**src/core/farc_defines.vh**
```
`ifndef FARC_DEFINES_VH
`define FARC_DEFINES_VH

// ****************************************
// register byte addresses
// ****************************************
`define FARC_ADDR_MODE       8'h00
`define FARC_ADDR_UV_TIME    8'h04
`define FARC_ADDR_WAIT       8'h08
`define FARC_ADDR_UV_CFG     8'h0c
`define FARC_ADDR_FREQ_THR   8'h10
`define FARC_ADDR_OCOV_CNT   8'h14
`define FARC_ADDR_RETRY_WAIT 8'h18
`define FARC_ADDR_STATUS     8'h1c
`define FARC_ADDR_IRQ_STAT   8'h20
`define FARC_ADDR_IRQ_MASK   8'h24
`define FARC_ADDR_COUNTS     8'h28

// ****************************************
// codes and reset values
// ****************************************
`define FARC_MODE_ALARM      3'h0
`define FARC_MODE_ZERO       3'h1
`define FARC_MODE_MATCH      3'h2
`define FARC_MODE_MATCH_STOP 3'h3
`define FARC_MODE_ACTIVE     3'h4
`define FARC_UVA_OFF         2'h0
`define FARC_UVA_ON          2'h1
`define FARC_UVA_OFF_STOP    2'h2
`define FARC_OCOV_LIMIT_MAX  2'h3
`define FARC_OCOV_LIMIT_MIN  2'h1
`define FARC_UV_LIMIT        5'h10
// times kept in units of 0.1 s
`define FARC_T_MIN           10'h003
`define FARC_T_DEF           10'h00a
`define FARC_UV_T_MAX        10'h0fa
`define FARC_WAIT_T_MAX      10'h3e8
// frequency in units of 0.01 Hz; 400.0 Hz
`define FARC_FREQ_MAX        16'h9c40
`define FARC_TICK_NS         100000000
`define FARC_CLK_NS          10

// ****************************************
// axi responses, irq bits
// ****************************************
`define FARC_RESP_OKAY       2'h0
`define FARC_RESP_SLVERR     2'h2
`define FARC_IRQ_TRIP        0
`define FARC_IRQ_RESTART     1
`define FARC_IRQ_LOCKOUT     2
`define FARC_IRQ_UVALARM     3
`define FARC_IRQ_W           4

`endif

```
**src/core/farc_top.v**
```verilog
// Summary of operation
// - after an over-current trip at most 3 automatic restarts are made.
// - after an over-voltage trip at most 3 automatic restarts are made.
// - after an under-voltage trip at most 16 restarts are made when limited.
// - once a limit is reached the block stays tripped until power is cycled.
// - restart mode codes 0 alarm only, 1 zero hz, 2 match, 3 match then stop, 4 active match.
// - ride-through time 0.3 to 25.0 s, default 1.0; shorter dips do not trip.
// - under-voltage lasting past the ride-through trips whatever the mode.
// - a programmable delay of 0.3 to 100 s, default 1.0, precedes each restart.
// - under-voltage alarm codes 0 off, 1 on, 2 off while stopped or stopping.
// - under-voltage count code 0 limits restarts to 16, code 1 is unlimited.
// - phase-loss code 0 gives no trip, code 1 trips on phase loss.
// - a restart threshold of 0.00 to 400.0 Hz is compared with motor speed.
// - retry style codes 1 to 4 mirror the restart styles; code 0 uses the restart mode code.
// - the over-current/over-voltage retry count is 1 to 3, default 3.
// - the wait between trip and retry is 0.3 to 100.0 s, default 1.0.
// - matching modes start output at the flux-estimated motor frequency.
//
// Local design decisions: the AXI4-Lite slave port and the address map.
`timescale 1ns/1ps
`include "farc_defines.vh"

module farc_top #(
   parameter TICK_CYCLES = `FARC_TICK_NS / `FARC_CLK_NS
) (
   input wire clk,                    // system clock, 100 MHz
   input wire sys_rst,                // sync reset, power cycle
   input wire [7:0] s_axi_awaddr,     // write address
   input wire s_axi_awvalid,          // write address valid
   output wire s_axi_awready,         // write address ready
   input wire [31:0] s_axi_wdata,     // write data
   input wire [3:0] s_axi_wstrb,      // write strobes
   input wire s_axi_wvalid,           // write data valid
   output wire s_axi_wready,          // write data ready
   output reg [1:0] s_axi_bresp,      // write response
   output reg s_axi_bvalid,           // write response valid
   input wire s_axi_bready,           // write response ready
   input wire [7:0] s_axi_araddr,     // read address
   input wire s_axi_arvalid,          // read address valid
   output wire s_axi_arready,         // read address ready
   output reg [31:0] s_axi_rdata,     // read data
   output reg [1:0] s_axi_rresp,      // read response
   output reg s_axi_rvalid,           // read valid
   input wire s_axi_rready,           // read ready
   input wire oc_fault,               // over-current level
   input wire ov_fault,               // over-voltage level
   input wire uv_fault,               // under-voltage level
   input wire phase_loss,             // input phase lost
   input wire run_cmd,                // operator run request
   input wire stopping,               // stopped or ramping to stop
   input wire [15:0] motor_freq,      // flux estimate, 0.01 Hz
   output reg drive_enable,           // power stage output on
   output reg [15:0] start_freq,      // start frequency, 0.01 Hz
   output reg decel_to_stop,          // ramp down after match
   output reg trip_out,               // tripped indication
   output reg lockout,                // retries exhausted
   output reg uv_alarm,               // under-voltage alarm
   output wire irq                    // level interrupt
);

   // ****************************************
   // state machine codes
   // ****************************************
   localparam ST_IDLE = 3'd0;
   localparam ST_RUN = 3'd1;
   localparam ST_WAIT = 3'd2;
   localparam ST_TRIP = 3'd3;
   localparam ST_LOCK = 3'd4;

   localparam CAUSE_OC = 2'd0;
   localparam CAUSE_OV = 2'd1;
   localparam CAUSE_UV = 2'd2;

   // ****************************************
   // configuration registers
   // ****************************************
   reg [2:0] restart_mode_select_reg;
   reg [9:0] undervoltage_ride_through_time_reg;
   reg [9:0] restart_wait_time_reg;
   reg [1:0] undervoltage_alarm_enable_reg;
   reg undervoltage_restart_count_reg;
   reg phase_loss_detect_enable_reg;
   reg [15:0] restart_freq_threshold_reg;
   reg [2:0] retry_style_select_reg;
   reg [1:0] overcurrent_overvoltage_retry_count_reg;
   reg [9:0] retry_wait_after_trip_reg;
   reg [`FARC_IRQ_W-1:0] irq_stat_reg;
   reg [`FARC_IRQ_W-1:0] irq_mask_reg;

   reg [2:0] state_reg;
   reg [1:0] cause_reg;
   reg [1:0] oc_cnt_reg;
   reg [1:0] ov_cnt_reg;
   reg [4:0] uv_cnt_reg;
   reg [31:0] tick_cnt_reg;
   reg [9:0] tenth_cnt_reg;
   reg [9:0] uv_time_reg;
   reg [`FARC_IRQ_W-1:0] ev;

   // ****************************************
   // helpers
   // ****************************************
   // whole word compared so oversize writes saturate instead of wrapping
   function [9:0] clamp_time;
      input [31:0] v;
      input [9:0] vmax;
      begin
         if (v < `FARC_T_MIN)
            clamp_time = `FARC_T_MIN;
         else if (v > vmax)
            clamp_time = vmax;
         else
            clamp_time = v[9:0];
      end
   endfunction

   function [1:0] clamp_cnt;
      input [31:0] v;
      begin
         if (v < `FARC_OCOV_LIMIT_MIN)
            clamp_cnt = `FARC_OCOV_LIMIT_MIN;
         else if (v > `FARC_OCOV_LIMIT_MAX)
            clamp_cnt = `FARC_OCOV_LIMIT_MAX;
         else
            clamp_cnt = v[1:0];
      end
   endfunction

   function is_match_mode;
      input [2:0] m;
      begin
         is_match_mode = (m == `FARC_MODE_MATCH) || (m == `FARC_MODE_MATCH_STOP) ||
            (m == `FARC_MODE_ACTIVE);
      end
   endfunction

   // ****************************************
   // axi4-lite slave
   // ****************************************
   wire wr_go = s_axi_awvalid && s_axi_wvalid && !s_axi_bvalid;
   assign s_axi_awready = wr_go;
   assign s_axi_wready = wr_go;
   assign s_axi_arready = !s_axi_rvalid;
   wire rd_go = s_axi_arvalid && !s_axi_rvalid;
   wire wr_full = s_axi_wstrb == 4'hf;
   // partial writes are ignored; every field is written whole
   wire wr_en = wr_go && wr_full;

   wire wr_known = (s_axi_awaddr <= `FARC_ADDR_COUNTS) && (s_axi_awaddr[1:0] == 2'b00);
   wire rd_known = (s_axi_araddr <= `FARC_ADDR_COUNTS) && (s_axi_araddr[1:0] == 2'b00);

   always @(posedge clk) begin
      if (sys_rst) begin
         s_axi_bvalid <= 1'b0;
         s_axi_bresp <= `FARC_RESP_OKAY;
      end else if (wr_go) begin
         s_axi_bvalid <= 1'b1;
         s_axi_bresp <= wr_known ? `FARC_RESP_OKAY : `FARC_RESP_SLVERR;
      end else if (s_axi_bready) begin
         s_axi_bvalid <= 1'b0;
      end
   end

   always @(posedge clk) begin
      if (sys_rst) begin
         restart_mode_select_reg <= `FARC_MODE_ALARM;
         undervoltage_ride_through_time_reg <= `FARC_T_DEF;
         restart_wait_time_reg <= `FARC_T_DEF;
         undervoltage_alarm_enable_reg <= `FARC_UVA_OFF;
         undervoltage_restart_count_reg <= 1'b0;
         phase_loss_detect_enable_reg <= 1'b0;
         restart_freq_threshold_reg <= 16'h0000;
         retry_style_select_reg <= `FARC_MODE_ALARM;
         overcurrent_overvoltage_retry_count_reg <= `FARC_OCOV_LIMIT_MAX;
         retry_wait_after_trip_reg <= `FARC_T_DEF;
         irq_mask_reg <= {`FARC_IRQ_W{1'b0}};
      end else if (wr_en) begin
         case (s_axi_awaddr)
            `FARC_ADDR_MODE: begin
               if (s_axi_wdata[2:0] <= `FARC_MODE_ACTIVE)
                  restart_mode_select_reg <= s_axi_wdata[2:0];
               if (s_axi_wdata[10:8] <= `FARC_MODE_ACTIVE)
                  retry_style_select_reg <= s_axi_wdata[10:8];
            end
            `FARC_ADDR_UV_TIME: undervoltage_ride_through_time_reg <=
               clamp_time(s_axi_wdata, `FARC_UV_T_MAX);
            `FARC_ADDR_WAIT: restart_wait_time_reg <=
               clamp_time(s_axi_wdata, `FARC_WAIT_T_MAX);
            `FARC_ADDR_UV_CFG: begin
               if (s_axi_wdata[1:0] <= `FARC_UVA_OFF_STOP)
                  undervoltage_alarm_enable_reg <= s_axi_wdata[1:0];
               undervoltage_restart_count_reg <= s_axi_wdata[8];
               phase_loss_detect_enable_reg <= s_axi_wdata[16];
            end
            `FARC_ADDR_FREQ_THR: restart_freq_threshold_reg <=
               (s_axi_wdata > {16'h0000, `FARC_FREQ_MAX}) ? `FARC_FREQ_MAX :
               s_axi_wdata[15:0];
            `FARC_ADDR_OCOV_CNT: overcurrent_overvoltage_retry_count_reg <=
               clamp_cnt(s_axi_wdata);
            `FARC_ADDR_RETRY_WAIT: retry_wait_after_trip_reg <=
               clamp_time(s_axi_wdata, `FARC_WAIT_T_MAX);
            `FARC_ADDR_IRQ_MASK: irq_mask_reg <= s_axi_wdata[`FARC_IRQ_W-1:0];
            default: ;
         endcase
      end
   end

   // sticky status: a new event wins over a write-one clear
   always @(posedge clk) begin
      if (sys_rst)
         irq_stat_reg <= {`FARC_IRQ_W{1'b0}};
      else if (wr_en && s_axi_awaddr == `FARC_ADDR_IRQ_STAT)
         irq_stat_reg <= (irq_stat_reg & ~s_axi_wdata[`FARC_IRQ_W-1:0]) | ev;
      else
         irq_stat_reg <= irq_stat_reg | ev;
   end
   assign irq = |(irq_stat_reg & irq_mask_reg);

   always @(posedge clk) begin
      if (sys_rst) begin
         s_axi_rvalid <= 1'b0;
         s_axi_rdata <= 32'h00000000;
         s_axi_rresp <= `FARC_RESP_OKAY;
      end else if (rd_go) begin
         s_axi_rvalid <= 1'b1;
         s_axi_rresp <= rd_known ? `FARC_RESP_OKAY : `FARC_RESP_SLVERR;
         case (s_axi_araddr)
            `FARC_ADDR_MODE: s_axi_rdata <= {21'h0, retry_style_select_reg, 5'h0,
               restart_mode_select_reg};
            `FARC_ADDR_UV_TIME: s_axi_rdata <= {22'h0, undervoltage_ride_through_time_reg};
            `FARC_ADDR_WAIT: s_axi_rdata <= {22'h0, restart_wait_time_reg};
            `FARC_ADDR_UV_CFG: s_axi_rdata <= {15'h0, phase_loss_detect_enable_reg, 7'h0,
               undervoltage_restart_count_reg, 6'h0, undervoltage_alarm_enable_reg};
            `FARC_ADDR_FREQ_THR: s_axi_rdata <= {16'h0, restart_freq_threshold_reg};
            `FARC_ADDR_OCOV_CNT: s_axi_rdata <= {30'h0, overcurrent_overvoltage_retry_count_reg};
            `FARC_ADDR_RETRY_WAIT: s_axi_rdata <= {22'h0, retry_wait_after_trip_reg};
            `FARC_ADDR_STATUS: s_axi_rdata <= {27'h0, cause_reg, state_reg};
            `FARC_ADDR_IRQ_STAT: s_axi_rdata <= {28'h0, irq_stat_reg};
            `FARC_ADDR_IRQ_MASK: s_axi_rdata <= {28'h0, irq_mask_reg};
            `FARC_ADDR_COUNTS: s_axi_rdata <= {16'h0, 3'h0, uv_cnt_reg, 2'h0, ov_cnt_reg,
               2'h0, oc_cnt_reg};
            default: s_axi_rdata <= 32'h00000000;
         endcase
      end else if (s_axi_rready) begin
         s_axi_rvalid <= 1'b0;
      end
   end

   // ****************************************
   // 0.1 s time base
   // ****************************************
   wire tick = (tick_cnt_reg == TICK_CYCLES - 1);
   always @(posedge clk) begin
      if (sys_rst || tick)
         tick_cnt_reg <= 32'h00000000;
      else
         tick_cnt_reg <= tick_cnt_reg + 32'h00000001;
   end

   // ride-through: dips shorter than the set time are forgiven
   wire uv_expired = uv_time_reg >= undervoltage_ride_through_time_reg;
   always @(posedge clk) begin
      if (sys_rst || !uv_fault)
         uv_time_reg <= 10'h000;
      else if (tick && !uv_expired)
         uv_time_reg <= uv_time_reg + 10'h001;
   end

   // ****************************************
   // restart policy
   // ****************************************
   wire pl_trip = phase_loss && phase_loss_detect_enable_reg;
   wire uv_trip = uv_fault && uv_expired;
   wire any_trip = oc_fault || ov_fault || uv_trip || pl_trip;
   wire [1:0] new_cause = oc_fault ? CAUSE_OC : (ov_fault ? CAUSE_OV : CAUSE_UV);
   wire oc_done = oc_cnt_reg >= overcurrent_overvoltage_retry_count_reg;
   wire ov_done = ov_cnt_reg >= overcurrent_overvoltage_retry_count_reg;
   wire uv_done = !undervoltage_restart_count_reg && (uv_cnt_reg >= `FARC_UV_LIMIT);
   // phase loss has no retry budget; it goes straight to a held trip
   wire no_retry = pl_trip || (restart_mode_select_reg == `FARC_MODE_ALARM) ||
      (new_cause == CAUSE_OC && oc_done) || (new_cause == CAUSE_OV && ov_done) ||
      (new_cause == CAUSE_UV && uv_done);
   // wait between retries: operator wait and after-trip wait, longer wins
   wire [9:0] wait_t = (restart_wait_time_reg > retry_wait_after_trip_reg) ?
      restart_wait_time_reg : retry_wait_after_trip_reg;
   wire [2:0] style = (retry_style_select_reg != `FARC_MODE_ALARM) ?
      retry_style_select_reg : restart_mode_select_reg;

   always @(posedge clk) begin
      if (sys_rst) begin
         state_reg <= ST_IDLE;
         cause_reg <= CAUSE_OC;
         oc_cnt_reg <= 2'h0;
         ov_cnt_reg <= 2'h0;
         uv_cnt_reg <= 5'h00;
         tenth_cnt_reg <= 10'h000;
         drive_enable <= 1'b0;
         start_freq <= 16'h0000;
         decel_to_stop <= 1'b0;
         trip_out <= 1'b0;
         lockout <= 1'b0;
         ev <= {`FARC_IRQ_W{1'b0}};
      end else begin
         ev <= {`FARC_IRQ_W{1'b0}};
         case (state_reg)
            ST_IDLE: begin
               if (run_cmd && !any_trip) begin
                  state_reg <= ST_RUN;
                  drive_enable <= 1'b1;
                  start_freq <= 16'h0000;
                  decel_to_stop <= 1'b0;
               end
            end
            ST_RUN: begin
               if (any_trip) begin
                  drive_enable <= 1'b0;
                  trip_out <= 1'b1;
                  cause_reg <= new_cause;
                  ev[`FARC_IRQ_TRIP] <= 1'b1;
                  tenth_cnt_reg <= 10'h000;
                  if (no_retry) begin
                     state_reg <= (restart_mode_select_reg == `FARC_MODE_ALARM && !pl_trip) ?
                        ST_TRIP : ST_LOCK;
                     lockout <= restart_mode_select_reg != `FARC_MODE_ALARM || pl_trip;
                     ev[`FARC_IRQ_LOCKOUT] <= 1'b1;
                  end else begin
                     state_reg <= ST_WAIT;
                     if (new_cause == CAUSE_OC)
                        oc_cnt_reg <= oc_cnt_reg + 2'h1;
                     else if (new_cause == CAUSE_OV)
                        ov_cnt_reg <= ov_cnt_reg + 2'h1;
                     else if (uv_cnt_reg != 5'h1f)
                        uv_cnt_reg <= uv_cnt_reg + 5'h01;
                  end
               end else if (!run_cmd) begin
                  state_reg <= ST_IDLE;
                  drive_enable <= 1'b0;
               end
            end
            ST_WAIT: begin
               if (tick)
                  tenth_cnt_reg <= tenth_cnt_reg + 10'h001;
               if (tenth_cnt_reg >= wait_t && !any_trip) begin
                  state_reg <= ST_RUN;
                  drive_enable <= 1'b1;
                  trip_out <= 1'b0;
                  ev[`FARC_IRQ_RESTART] <= 1'b1;
                  // below threshold the motor is treated as stopped
                  if (is_match_mode(style) && motor_freq >= restart_freq_threshold_reg)
                     start_freq <= motor_freq;
                  else
                     start_freq <= 16'h0000;
                  decel_to_stop <= style == `FARC_MODE_MATCH_STOP;
               end
            end
            ST_TRIP: begin
               // alarm-only trip: operator clears it by dropping run
               if (!run_cmd && !any_trip) begin
                  state_reg <= ST_IDLE;
                  trip_out <= 1'b0;
               end
            end
            ST_LOCK: begin
               drive_enable <= 1'b0;
            end
            default: state_reg <= ST_IDLE;
         endcase
      end
   end

   // ****************************************
   // under-voltage alarm
   // ****************************************
   always @(posedge clk) begin
      if (sys_rst)
         uv_alarm <= 1'b0;
      else
         case (undervoltage_alarm_enable_reg)
            `FARC_UVA_ON: uv_alarm <= uv_trip;
            `FARC_UVA_OFF_STOP: uv_alarm <= uv_trip && !stopping;
            default: uv_alarm <= 1'b0;
         endcase
   end

endmodule

```
**config.mk**
```make
export PLATFORM = sky130hd
export DESIGN_NAME = farc_top
export DESIGN_NICKNAME = d
export VERILOG_FILES = /design/src/core/farc_top.v
export VERILOG_INCLUDE_DIRS = /design/src /design/src/core
export SDC_FILE = /design/constraint.sdc
export NUM_CORES = 1
export LEC_CHECK = 0
export ABC_AREA = 1
export BUFFER_PORTS_ARGS = -buffer_cell sky130_fd_sc_hd__buf_2
export CAP_MARGIN = 20
export CORE_MARGIN = 2
export CORE_UTILIZATION = 35
export DETAILED_ROUTE_END_ITERATION = 12
export SYNTH_ARGS = -nofsm -noshare
export SYNTH_HDL_FRONTEND = slang
export SYNTH_SLANG_ARGS = --single-unit
```
**constraint.sdc**
```tcl
create_clock -name clk -period 3.95 [get_ports clk]
set_input_delay 0.395 -clock clk [delete_from_list [all_inputs] [get_ports clk]]
set_output_delay 0.395 -clock clk [all_outputs]
set_load 0.05 [all_outputs]
```
==> results.yml, run 1 <==
run_status:
  outcome: "finished, final reports clean"
drt:
  drt_pass1_iterations: 6
  wl_per_cell_um: 15.7
  ant_nets: 0
  via_per_inst: 5.07
  wirelength_um: 32000
  vias: 10300
  first_iter_violations: 723
  drcViolationCount: 0
worst_setup_path:
  start_kind: "register"
  critPathTopFamily: "simple AND/OR/NAND/NOR gates"
  critPathArrivalTime_ns: 3.80
  crit_slowest_cell: "dfxtp_1"
  crit_fanout: 20
  path_cells: "inv_1 -> ha_1 -> nand4_1 -> nor3_1 -> o21ai_0 -> o2111ai_1 -> nand2_2 -> o21ai_0 -> ha_1 -> a21oi_1 -> o21a_1 -> nand3_1 -> nand3_2 -> nand2_2 -> nand2_4 -> nor2_4 -> inv_4 -> nand2_1 -> a21oi_1"
  crit_type: "register to register"
  timing.critical_path.buf_inv: 2
  endpoint_kind: "register"
  worstPathRequired_ns: 4.31
  slowest_delay_ns: 0.36
clock_network:
  cts_buffer_depth: 2
  post-cts-setup-buffer-count: 0
  cts.sinks: 177
  clock_latency_ns: 0.44
  cts_buffers: 17
  cts_tree: "built"
  clk_pin_slew_ns: 0.08
  clock-root-buffer: "clkbuf_16"
  cts-htree-levels: 4
  cts.repair.resized: 0
  cts_hold_buf: 0
placed_design:
  dpl_worst_slack_ns: 0.371
  post-place-cells: 2009
  port_buffers: 126
  place_hpwl_um: 24900
  gp_congestion: 0.899
die:
  core_sq_um: 29500
  chipWidth_um: 177
  num_rows: 63
  ios: 144
  die_area_sq_um: 31200
  start_util_pct: 35.4
  fp.dieH_um: 177
layout:
  largest_reg_flops: 32
  seq_area_sq_um: 3540
  syn_to_final_growth_pct: 14.5
  layout-drive-gt1-share_pct: 13.6
  multi_input_area_sq_um: 5760
  fin_cells: 2041
  filler_cell_count: 3191
  nNetsFinal: 1776
  diodes: 0
grt:
  grt_pass1_wl_um: 50600
  antenna_found_initial: 0
  grt_usage_pct: 20.7
  first_global_vias: 9434
  grt_max_degree: 82
  grt-ovfl-total: 0
sta:
  drv_slew: 0
  max_slew_margin_pct: 34.4
  timing.final.ws_setup_ns: 0.511
  worstMarginPinSlew_ns: 0.984
  setup_tns_ns: 0
  setup_viol: 0
  hold_viol_final: 0
  fin_skew_ns: 0.0131
  fin_crit_sh_pct: 87.1
  rsz0062_at_grt: "no"
  fin_hold_ws_ns: 0.213
  clock.fmax_ghz: 0.291
  fin_crit_ns: 3.44
run:
  max_cap_viol_count: 0
synthesis:
  synth_top_area_share_pct: 34.0
  synth_area_sq_um: 10400
  seq_area_frac_synth_pct: 34.0
  synth_seq_cells: 177
  synthCells: 1527
  syn-mean-instance-area_sq_um: 6.83
  ys_warn_count: 0
  yosys.area.top_type: "dfxtp_1"
  ys_types: 57
  ys_top_cells_by_area: "dfxtp_1 34%, nand2_1 12%, inv_1 8.0%, a21oi_1 7.3%, ha_1 6.8%"
worst_hold_path:
  hold_class: "input port to register"
power:
  power_density_nw_per_um2: 364
  p_leak_uw: 0.00502
  ir_drop_v: 0.000306
==> final timing paths <==
check                                from         endpoint  slack (ns)  depth (start not counted)
max          retry_wait_after_trip_reg[8]    start_freq[8]        0.51                         19
min                          s_axi_bready     s_axi_bvalid        0.21                          4
max reg2reg  retry_wait_after_trip_reg[8]    start_freq[8]        0.51                         19
min reg2reg                         ev[2]  irq_stat_reg[2]        0.45                          2
==> cells by family after synthesis <==
kind of cell,after synthesis,share of synthesized area (%)
and+or+nand+nor,681,30.1
adders and majority gates,57,6.84
other,1,0.0360
xor gates and xnor gates,16,1.34
DFF,177,34.0
buffers and inverters,287,11.4
AOI/OAI and AO/OA,308,16.3
==> metrics by stage <==
stage / area (sq um) / util [%] / power [uW]
2_1_floorplan: 10500 / - / 2420
3_3_place_gp: 11300 / 38.4 / 2600
3_5_place_dp: 11300 / 38.4 / 2600
4_1_cts: 11900 / 40.5 / 4380
5_1_grt: 11900 / 40.5 / 4540
6_report: 11900 / 40.5 / 4350
==> synth_stat cells (all sizes together) <==
| cell type | count |
|---|---|
| a41oi | 1 |
| nor4 | 15 |
| clkbuf | 18 |
| o2111ai | 4 |
| a21o | 3 |
| o22ai | 19 |
| o31ai | 3 |
| a21boi | 3 |
| a221oi | 1 |
| conb | 1 |
| nand4 | 32 |
| and3 | 1 |
| o21a | 5 |
| o211ai | 2 |
| nor3 | 60 |
| buf | 37 |
| o2111a | 1 |
| or3 | 2 |
| nand2 | 339 |
| xnor2 | 7 |
| clkinv | 1 |
| nor2 | 138 |
| xor2 | 9 |
| o221ai | 5 |
| or2 | 6 |
| a21oi | 154 |
| o21ai | 88 |
| a211oi | 5 |
| a31oi | 10 |
| o211a | 2 |
| nand3 | 78 |
| nand3b | 1 |
| dfxtp | 177 |
| nor3b | 7 |
| and2 | 2 |
| inv | 231 |
| o21bai | 2 |
| ha | 57 |
==> power by group <==
group          leakage, uW  switching, uW  internal, uW
Combinational      0.00330            555           169
Sequential         0.00143           21.8          1820
Clock             0.000294            773          1010
==> worst reg2reg max path: stages (launching register included) <==
cell,delay [ns]
dfxtp_1,0.36
inv_1,0.08
ha_1,0.30
nand4_1,0.14
nor3_1,0.21
o21ai_0,0.12
o2111ai_1,0.12
nand2_2,0.24
o21ai_0,0.27
ha_1,0.30
a21oi_1,0.17
o21a_1,0.15
nand3_1,0.10
nand3_2,0.09
nand2_2,0.08
nand2_4,0.21
nor2_4,0.07
inv_4,0.16
nand2_1,0.07
a21oi_1,0.13
==> layout by cell type (no fill, tap or decap), types with 10 or more instances in the layout <==
cell and n:
nor3_1 53, nor4_1 15, a21oi_1 152, nand3_1 74, ha_1 57, nor2_2 13
a31oi_1 10, buf_2 126, conb_1 17, inv_1 222, clkbuf_16 17, nor2_1 116
nand4_1 31, o22ai_1 19, nand2_1 329, dfxtp_1 177, o21ai_0 85
==> metal layers <==
layer,track usage [%],vias to the layer above,part of all wire [%]
li1,-,5227,-
met1,29.2,4788,48
met2,32.7,291,44
met3,2.94,40,5.4
met4,5.99,0,2.0
met5,0,-,0
==> cell type report <==
class / instances / area share (%)
multi-input cells: 1079 / 48.2
flip-flops and latches: 177 / 29.7
inverters: 232 / 7.31
repair buffers: 131 / 5.59
well taps: 390 / 4.09
clock buffers: 18 / 3.59
clock inverters: 14 / 1.50
No activity file was read; power rests on OpenSTA's default activity.
==> run 2: changes to the inputs <==
CORE_ASPECT_RATIO = 0.8   (was not set)
==> results.yml, run 2 (same netlist as run 1, synthesis figures left out) <==
run_status:
  outcome: "finished, final reports clean"
worst_hold_path:
  hold_class: "input port to register"
  min-delay-start: "s_axi_bready"
sta:
  clock.fmax_ghz: 0.290
  fin_crit_sh_pct: 87.4
  rsz0062_at_grt: "no"
  max_slew_margin_pct: 31.5
  worstMarginPinSlew_ns: 1.02
  timing.final.ws_setup_ns: 0.500
  setup_viol: 0
  fin_skew_ns: 0.0170
  hold_viol_final: 0
  drv_slew: 0
  fin_hold_ws_ns: 0.198
  setup_tns_ns: 0
  fin_crit_ns: 3.45
drt:
  via_per_inst: 5.15
  first_iter_violations: 1191
  wl_per_cell_um: 16.3
  vias: 10400
  wirelength_um: 32900
  ant_nets: 0
  drt_pass1_iterations: 6
  drcViolationCount: 0
worst_setup_path:
  r2r-end: "start_freq[8]"
  reg2reg_depth: 19
  crit_fanout: 20
  crit_type: "register to register"
  start_kind: "register"
  endpoint_kind: "register"
  crit_start: "retry_wait_after_trip_reg[7]"
  critPathArrivalTime_ns: 3.82
  timing.rr.start: "retry_wait_after_trip_reg[7]"
  rrSetupSlack_ns: 0.50
  setup.worst_path.end: "start_freq[8]"
  worstPathRequired_ns: 4.32
clock_network:
  cts-htree-levels: 4
  cts_tree: "built"
  clock-root-buffer: "clkbuf_16"
  cts_buffers: 17
  cts_buffer_depth: 2
  clk_pin_slew_ns: 0.07
  clock_latency_ns: 0.45
  cts_hold_buf: 0
  cts.sinks: 177
grt:
  grt-ovfl-total: 0
  grt_pass1_wl_um: 50600
  first_global_vias: 9186
  grt_usage_pct: 20.8
  antenna_found_initial: 0
  grt_max_degree: 84
placed_design:
  gp_congestion: 0.924
  postPlaceCellArea_sq_um: 11300
  port_buffers: 126
  place_hpwl_um: 25300
  dpl_worst_slack_ns: 0.386
die:
  core_sq_um: 29300
  ios: 144
  die_area_sq_um: 31200
  chipWidth_um: 197
  fp.dieH_um: 158
  num_rows: 56
  start_util_pct: 35.6
layout:
  syn_to_final_growth_pct: 14.2
  layout-drive-gt1-share_pct: 13.5
  final_util_pct: 40.7
  layout_common_cells: "329 x nand2_1, 222 x inv_1, 177 x dfxtp_1"
  filler_cell_count: 3072
  nNetsFinal: 1775
  finalInstanceArea_sq_um: 11900
  final_common_cell: "nand2_1"
  multi_input_area_sq_um: 5760
  seq_area_sq_um: 3540
  largest_reg_flops: 32
  diodes: 0
power:
  p_leak_uw: 0.00502
  ir_drop_v: 0.000229
  power_density_nw_per_um2: 366
run:
  max_cap_viol_count: 0
run 2: critical path: stages (launching register included):
cell and delay, ns:
dfxtp_1 0.33, inv_1 0.07, ha_1 0.31, nand4_1 0.14
nor3_1 0.20, o21ai_0 0.13, o2111ai_1 0.13, nand2_2 0.23
o21ai_0 0.28, ha_1 0.31, a21oi_1 0.15, o21a_1 0.14
nand3_1 0.12, nand3_2 0.10, nand2_2 0.08, nand2_4 0.22
nor2_4 0.07, inv_4 0.17, nand2_1 0.08, a21oi_1 0.13
run 2: area by class of cell:
cell class	instances	area share [%]
flip-flops and latches	177	29.7
clock buffers	19	3.80
repair buffers	130	5.55
multi-input cells	1079	48.4
well taps	377	3.96
inverters	232	7.33
clock inverters	12	1.25
run 2: worst min-delay path by stage:
stage / endpoint / slack, ns / cells past startpoint
floorplan: tick_cnt_reg[0] / 0.42 / 1
global placement: irq_stat_reg[2] / 0.43 / 2
finish: s_axi_bvalid / 0.20 / 4
CTS: s_axi_bvalid / 0.19 / 4
global route: restart_freq_threshold_reg[5] / 0.22 / 3
detailed placement: irq_stat_reg[2] / 0.44 / 2
run 2: report_power, final:
group | leakage, uW | switching, uW | total, uW | internal [uW]
Combinational | 0.00329 | 557 | 726 | 168
Clock | 0.000298 | 808 | 1790 | 981
Sequential | 0.00143 | 26.0 | 1850 | 1820
run 2: timing repair:
item | CTS | global route
gates resized for setup | 0 | 1
buffers inserted | 0 | 0
endpoints found under the setup margin | 0 | 17
run 2: metal layers:
metal,global-route usage [%],routed length [um]
met1,31.5,16100
met2,28.9,13100
met3,5.57,3400
met4,4.62,351
met5,0,0
run 2: through the flow:
step | instances | power (uW)
after floorplan | 1543 | 2420
after global placement | 1995 | 2590
after detailed placement | 1995 | 2600
after CTS | 2026 | 4390
after global routing | 2026 | 4540
final | 2026 | 4360
